`config.mk`:
```
export PLATFORM = sky130hd
export DESIGN_NAME = cbslc_line_coder
export DESIGN_NICKNAME = d
export VERILOG_FILES = /design/src/rtl/cbslc_pkg.sv /design/src/rtl/cbslc_line_coder.sv /design/src/rtl/cbslc_run_counter.sv
export SDC_FILE = /design/constraint.sdc
export NUM_CORES = 1
export LEC_CHECK = 0
export ABC_AREA = 1
export BUFFER_PORTS_ARGS = -buffer_cell sky130_fd_sc_hd__buf_2
export CAP_MARGIN = 40
export CORE_MARGIN = 3
export CORE_UTILIZATION = 33
export DETAILED_ROUTE_END_ITERATION = 16
export PLACE_DENSITY = 0.51
export SLEW_MARGIN = 20
export SYNTH_ARGS = -nofsm -noshare
export SYNTH_HDL_FRONTEND = slang
export SYNTH_HIERARCHICAL = 1
export SYNTH_SLANG_ARGS = --single-unit
```
`constraint.sdc`:
```
create_clock -name i_clk_sys -period 2.97 [get_ports i_clk_sys]
set_input_delay 0.594 -clock i_clk_sys [delete_from_list [all_inputs] [get_ports i_clk_sys]]
set_output_delay 0.594 -clock i_clk_sys [all_outputs]
set_load 0.03 [all_outputs]
```
`src/rtl/cbslc_pkg.sv`:
```
// package for the bit stuffing line coder: levels, run length, states
// assumes a single core clock domain; no register map exists
package cbslc_pkg;

  // ****************************************************************
  // line levels and run limits
  // ****************************************************************
  localparam logic       LVL_DOMINANT  = 1'b0;
  localparam logic       LVL_RECESSIVE = 1'b1;
  localparam int         RUN_LIMIT     = 5;
  localparam logic [2:0] RUN_LIMIT_C   = 3'h5;
  localparam logic [2:0] RUN_FIRST     = 3'h1;
  localparam logic [2:0] RUN_RESET     = 3'h0;

  // ****************************************************************
  // transmit state machine
  // ****************************************************************
  typedef enum logic [1:0] {
    CBSLC_TX_IDLE  = 2'b00,
    CBSLC_TX_DATA  = 2'b01,
    CBSLC_TX_STUFF = 2'b10
  } cbslc_tx_e;

endpackage

```
`src/rtl/cbslc_line_coder.sv`:
```
// bit level line coder: nrz levels, wired-and view, stuffing, destuffing
// assumes frame logic and bit timing supply one strobe per bit time
`timescale 1ns/1ps
`default_nettype none

// What this block does
// - any dominant driver makes the bus dominant; wired-and resolution
// - bus recessive when nobody drives dominant; idle output stays recessive
// - nrz coding: low is dominant, high recessive, held whole bit
// - after five equal transmitted bits insert one opposite stuff bit
// - never more than five equal consecutive tx line bits inside a frame
// - receiver counts equal bits and deletes each stuff bit
// - frame starts with dominant start bit; counters start from it
module cbslc_line_coder (
  input  wire logic       i_clk_sys,      // core clock, 250 mhz
  input  wire logic       i_nrst,         // async reset, active low
  input  wire logic       i_bit_stb,      // bit boundary strobe from bit timing
  input  wire logic       i_tx_en,        // frame logic is sending a frame
  input  wire logic       i_tx_sof,       // current tx bit is start of frame
  input  wire logic       i_tx_bit,       // unstuffed tx bit, 0 dominant
  output logic            o_tx_ready,     // tx bit taken at this strobe
  input  wire logic       i_rx_line,      // received line level from transceiver
  input  wire logic       i_rx_sof,       // receiver sees start of frame now
  input  wire logic       i_rx_en,        // receiver inside a frame
  output logic            o_tx_line,      // line level to transceiver, 0 dominant
  output logic            o_bus_dominant, // resolved bus is dominant
  output logic            o_rx_valid,     // pulse: destuffed bit valid
  output logic            o_rx_bit,       // destuffed bit
  output logic            o_rx_stuff      // pulse: a stuff bit was dropped
);
  import cbslc_pkg::*;

  // ****************************************************************
  // helpers
  // ****************************************************************
  // a run has reached the stuffing limit
  function automatic logic run_full(input logic [2:0] run);
    return (run == RUN_LIMIT_C);
  endfunction

  // ****************************************************************
  // transmit stuffing
  // ****************************************************************
  cbslc_tx_e  tx_state_q;
  cbslc_tx_e  tx_state_d;
  logic       tx_line_q;
  logic       tx_line_d;
  logic [2:0] tx_run;
  logic       tx_lvl;
  logic       tx_active;
  logic       tx_send;
  logic       tx_stuff_due;
  logic       tx_restart;
  logic       tx_count;
  logic       tx_next;

  // stuff is due when the last sent bit closed a run of five
  assign tx_active    = (tx_state_q != CBSLC_TX_IDLE);
  assign tx_stuff_due = tx_active && run_full(tx_run);
  assign tx_send      = i_bit_stb && i_tx_en && !tx_stuff_due;
  assign o_tx_ready   = tx_send;

  // next state and line level, stepping only on a bit strobe
  always_comb begin
    tx_state_d = tx_state_q;
    tx_line_d  = tx_line_q;
    if (i_bit_stb) begin
      case (tx_state_q)
        CBSLC_TX_IDLE: begin
          if (i_tx_en && i_tx_sof) begin
            tx_state_d = CBSLC_TX_DATA;
            tx_line_d  = LVL_DOMINANT;
          end else begin
            tx_line_d  = LVL_RECESSIVE;
          end
        end
        CBSLC_TX_DATA, CBSLC_TX_STUFF: begin
          if (!i_tx_en) begin
            tx_state_d = CBSLC_TX_IDLE;
            tx_line_d  = LVL_RECESSIVE;
          end else if (tx_stuff_due) begin
            tx_state_d = CBSLC_TX_STUFF;
            tx_line_d  = ~tx_lvl;
          end else begin
            tx_state_d = CBSLC_TX_DATA;
            tx_line_d  = i_tx_bit;
          end
        end
        default: begin
          tx_state_d = CBSLC_TX_IDLE;
          tx_line_d  = LVL_RECESSIVE;
        end
      endcase
    end
  end

  always_ff @(posedge i_clk_sys or negedge i_nrst) begin
    if (!i_nrst) begin
      tx_state_q <= CBSLC_TX_IDLE;
    end else begin
      tx_state_q <= tx_state_d;
    end
  end

  // the line only moves at a strobe, so each level stands a whole bit
  always_ff @(posedge i_clk_sys or negedge i_nrst) begin
    if (!i_nrst) begin
      tx_line_q <= LVL_RECESSIVE;
    end else begin
      tx_line_q <= tx_line_d;
    end
  end

  // the counter follows the line, so the start bit counts as dominant
  assign tx_restart = !tx_active;
  assign tx_count   = i_bit_stb && i_tx_en && (tx_active || i_tx_sof);
  assign tx_next    = tx_restart ? LVL_DOMINANT : (tx_stuff_due ? ~tx_lvl : i_tx_bit);

  cbslc_run_counter u_tx_run (
    .i_clk_sys (i_clk_sys),
    .i_nrst    (i_nrst),
    .i_restart (tx_restart),
    .i_bit_stb (tx_count),
    .i_bit_val (tx_next),
    .o_run     (tx_run),
    .o_lvl     (tx_lvl)
  );

  assign o_tx_line = tx_line_q;

  // ****************************************************************
  // bus view
  // ****************************************************************
  logic bus_dom_q;
  logic bus_dom_d;

  // line is low if we or any other node drive dominant
  assign bus_dom_d = (i_rx_line == LVL_DOMINANT) || (tx_line_q == LVL_DOMINANT);

  always_ff @(posedge i_clk_sys or negedge i_nrst) begin
    if (!i_nrst) begin
      bus_dom_q <= 1'b0;
    end else begin
      bus_dom_q <= bus_dom_d;
    end
  end

  assign o_bus_dominant = bus_dom_q;

  // ****************************************************************
  // receive destuffing
  // ****************************************************************
  logic [2:0] rx_run;
  logic       rx_take;
  logic       rx_is_stuff;
  logic       rx_level;
  logic       rx_valid_q;
  logic       rx_valid_d;
  logic       rx_stuff_q;
  logic       rx_stuff_d;
  logic       rx_bit_q;
  logic       rx_bit_d;

  // a dominant on any driver wins over recessive
  assign rx_level    = i_rx_line & tx_line_q;
  assign rx_take     = i_bit_stb && (i_rx_en || i_rx_sof);
  assign rx_is_stuff = !i_rx_sof && run_full(rx_run);

  cbslc_run_counter u_rx_run (
    .i_clk_sys (i_clk_sys),
    .i_nrst    (i_nrst),
    .i_restart (i_rx_sof),
    .i_bit_stb (rx_take),
    .i_bit_val (rx_level),
    .o_run     (rx_run),
    .o_lvl     ()
  );

  // each taken bit is either passed on or dropped as stuff
  always_comb begin
    rx_valid_d = 1'b0;
    rx_stuff_d = 1'b0;
    rx_bit_d   = rx_bit_q;
    if (rx_take) begin
      if (rx_is_stuff) begin
        rx_stuff_d = 1'b1;
      end else begin
        rx_valid_d = 1'b1;
        rx_bit_d   = rx_level;
      end
    end
  end

  always_ff @(posedge i_clk_sys or negedge i_nrst) begin
    if (!i_nrst) begin
      rx_valid_q <= 1'b0;
    end else begin
      rx_valid_q <= rx_valid_d;
    end
  end

  always_ff @(posedge i_clk_sys or negedge i_nrst) begin
    if (!i_nrst) begin
      rx_stuff_q <= 1'b0;
    end else begin
      rx_stuff_q <= rx_stuff_d;
    end
  end

  // last destuffed bit holds between pulses
  always_ff @(posedge i_clk_sys or negedge i_nrst) begin
    if (!i_nrst) begin
      rx_bit_q <= LVL_RECESSIVE;
    end else begin
      rx_bit_q <= rx_bit_d;
    end
  end

  assign o_rx_valid = rx_valid_q;
  assign o_rx_bit   = rx_bit_q;
  assign o_rx_stuff = rx_stuff_q;

endmodule

`default_nettype wire

```
`src/rtl/cbslc_run_counter.sv`:
```
// run length counter shared by the stuffing and destuffing paths
// assumes bits arrive as single-cycle strobes with the bit level beside
`timescale 1ns/1ps
`default_nettype none

module cbslc_run_counter (
  input  wire logic       i_clk_sys,  // core clock
  input  wire logic       i_nrst,     // async reset, active low
  input  wire logic       i_restart,  // start of frame: first bit of run
  input  wire logic       i_bit_stb,  // a bit on the line this cycle
  input  wire logic       i_bit_val,  // its level
  output logic [2:0]      o_run,      // length of current run incl. last bit
  output logic            o_lvl       // level of current run
);
  import cbslc_pkg::*;

  logic [2:0] run_q;
  logic       lvl_q;

  always_ff @(posedge i_clk_sys or negedge i_nrst) begin
    if (!i_nrst) begin
      run_q <= RUN_RESET;
      lvl_q <= LVL_RECESSIVE;
    end else if (i_bit_stb) begin
      // a stuff bit opens a new run like any polarity change
      if (i_restart || i_bit_val != lvl_q || run_q == RUN_LIMIT_C) begin
        run_q <= RUN_FIRST;
      end else begin
        run_q <= run_q + 3'h1;
      end
      lvl_q <= i_bit_val;
    end
  end

  assign o_run = run_q;
  assign o_lvl = lvl_q;

endmodule

`default_nettype wire

```
==> impl_results.md <==
- Status: finished, final reports clean
- Slowest cell on the critical path: dfrtp_1
- DRC: 0
- Post-synthesis cell type count: 20
- CP Launch Type: flop
- Minimum clock period: 2200 ps
- Post-CTS sizing: 0
- Critical-path cell list: inv_1 > ha_1 > nor2_2 > nand2_2 > inv_1 > nor3_1 > buf_2
- Post-synthesis register bit count: 15
- Via count: 724
- DR pass1 iterations: 4
- Worst Path Arrival: 1600 ps
- Max-Cap Viols: 0
- CP dominant cell by count: inv_1
- Die H: 57.5 µm
- Layout cells sized above 1: 22.3%
- CP Buf/Inv Count: 3
- PD cells: 754 nW/µm²
- Setup TNS: 0 ps
- Yosys synthesis warning count: 6
- DRT iter0 DRCs: 14
- Final WS setup: 771 ps
- RSZ-0062 raised after global routing: false
- Max VDD drop: 0.308 mV
- Number of antenna violations at the first check in global routing: 0
- H-tree levels: 1
- Mapped cell area: 876 µm²
- Die area: 3310 µm²
- Largest net degree at the start of global routing: 16
- Fmax: 455 MHz
- Clock sinks: 15
- Layout Cells excl Fill: 160
- Area growth from synthesis to layout: 13.7%
- Post-DP HPWL: 1230 µm
- Post CTS Setup Buffer Count: 0
- Fin crit share: 74.0%
- Syn Area/Cell: 7.75 µm²
- Ant. Diodes: 0
- Routed WL per cell: 9.85 µm
- First-pass GRT wire length: 2820 µm
- Most common cell after layout, fill and taps aside: nand2_1
- Slew HR: 61.7%
- Reg2Reg Launch Point: tx_state_q[0]$_DFFE_PN0P_
- Die width: 57.5 µm
- Crit-path max FO: 6
- Synthesized instance count: 113
- Routed WL: 1580 µm
- All-Layer GR Usage: 10.9%
- Post-DRT Antenna Nets: 0
- R2R depth: 7
- Setup violators final: 0
- Crit path to: o_tx_ready
- GRT overflow: 0
- Row count: 18
- Tightest Pin Transition: 573 ps
- Worst setup EP type: output port
- Final-report max-slew violation count: 0
- Most frequent cells in the layout: nand2_1, inv_1, buf_2, dfrtp_1
- Syn_nets: 128
- Crit path depth: 7
- Hold Vio Cnt, Final: 0
- IO buf count: 14
- Max clock buf depth: 2
- Clk_lat worst skew: 280 ps
- Setup Skew: 2.91 ps
- Crit path largest cell delay: 400 ps
- Average vias per placed instance: 4.53
- Initial core utilization: 35.0%
- R2R Path End: u_tx_run/o_run[1]$_DFFE_PN0P_
- Nets: 146
- Routability Congestion: 0.780
- # IOs: 15
- Worst EP required: 2380 ps
- Leakage: 0.526 nW
- Pre-CTS WS: 1070 ps
- Placed Instances: 156
- Post-synthesis sequential area ratio: 43.4%
- FF-to-FF setup slack: 1300 ps
- Core area: 2500 µm²
- Hold_buf cts: 0
- Crit path kind: reg2out
- Clk pin slew, worst setup/hold paths: 100 ps
- Family with the most delay on the worst path: flip-flops
- CTS Buf Count: 3
- CTS tree: built
- Crit. Startpoint: tx_state_q[0]$_DFFE_PN0P_
- Worst min path class: in2async
- Root buf cell: clkbuf_4
- Number of global-route vias before repair: 673
power by group:
group	leakage (nW)	switching (W)	internal [W]
Sequential	0.180	0.0000528	0.000278
Combinational	0.328	0.000187	0.000114
Clock	0.0177	0.0000686	0.0000499
cell families after synthesis:
logic type               after synthesis  synth area share [%]
AO/OA/AOI/OAI                         16                  10.0
buffers and inverters                 27                  13.3
XOR/XNOR                               2                  2.00
flip-flops                            15                  43.4
adder cells (fa/ha/maj)                6                  8.57
AND/OR/NAND/NOR                       47                  22.7
worst reg2reg max path, stage by stage, from the launching register on:
cell and delay [ps]:
dfrtp_1 370, inv_1 60, ha_1 270, a211oi_1 290
buf_4 200, inv_2 40, or2_1 200, o21ai_1 160
per-layer routing:
| layer | part of all wire [%] | global-route usage, % | wire, µm |
|---|---|---|---|
| met3 | 4.6 | 2.71 | 73 |
| met2 | 46 | 16.9 | 723 |
| met4 | 0.82 | 4.97 | 13 |
| met5 | 0 | 0 | 0 |
| met1 | 49 | 14.1 | 767 |
synthesized netlist by cell type, drive strengths merged:
cell / number / area (µm²)
nand3: 6 / 30.0
buf: 2 / 22.5
xnor2: 2 / 17.5
o22ai: 1 / 6.26
dfrtp: 11 / 275
a21oi: 7 / 38.8
o21ai: 7 / 35.0
ha: 6 / 75.1
dfstp: 4 / 105
or2: 2 / 12.5
a211oi: 1 / 7.51
nand2: 32 / 125
nor2: 5 / 21.3
inv: 25 / 93.8
nor3: 2 / 10.0
stage by stage:
step | hold slack [ps] | instance area [µm²] | utilization (%) | power, W
floorplan | 298 | 876 | - | 0.000567
global placement | 476 | 968 | 38.7 | 0.000634
detailed placement | 481 | 968 | 38.7 | 0.000639
CTS | 209 | 996 | 39.8 | 0.000762
global route | 205 | 996 | 39.8 | 0.000830
finish | 198 | 996 | 39.8 | 0.000751
final cells by class:
| class | instances | area, µm² |
|---|---|---|
| clock inverter | 1 | 5.00 |
| multi-input combinational | 71 | 379 |
| clock buffer | 3 | 22.5 |
| sequential | 15 | 380 |
| fill | 251 | 1500 |
| tap | 30 | 37.5 |
| inverter | 25 | 93.8 |
| timing repair buffer | 15 | 77.6 |
worst min path at each step:
stage | from | endpoint | cells after the start
after floorplan | i_nrst | o_bus_dominant$_DFF_PN0_ | 0
after global placement | o_rx_bit$_DFFE_PN1P_ | o_rx_bit$_DFFE_PN1P_ | 2
after detailed placement | o_rx_bit$_DFFE_PN1P_ | o_rx_bit$_DFFE_PN1P_ | 2
after CTS | i_nrst | tx_state_q[1]$_DFFE_PN0P_ | 1
after global routing | i_nrst | o_rx_stuff$_DFF_PN0_ | 1
final | i_nrst | tx_state_q[1]$_DFFE_PN0P_ | 1
No activity file was read; power rests on OpenSTA's default activity.
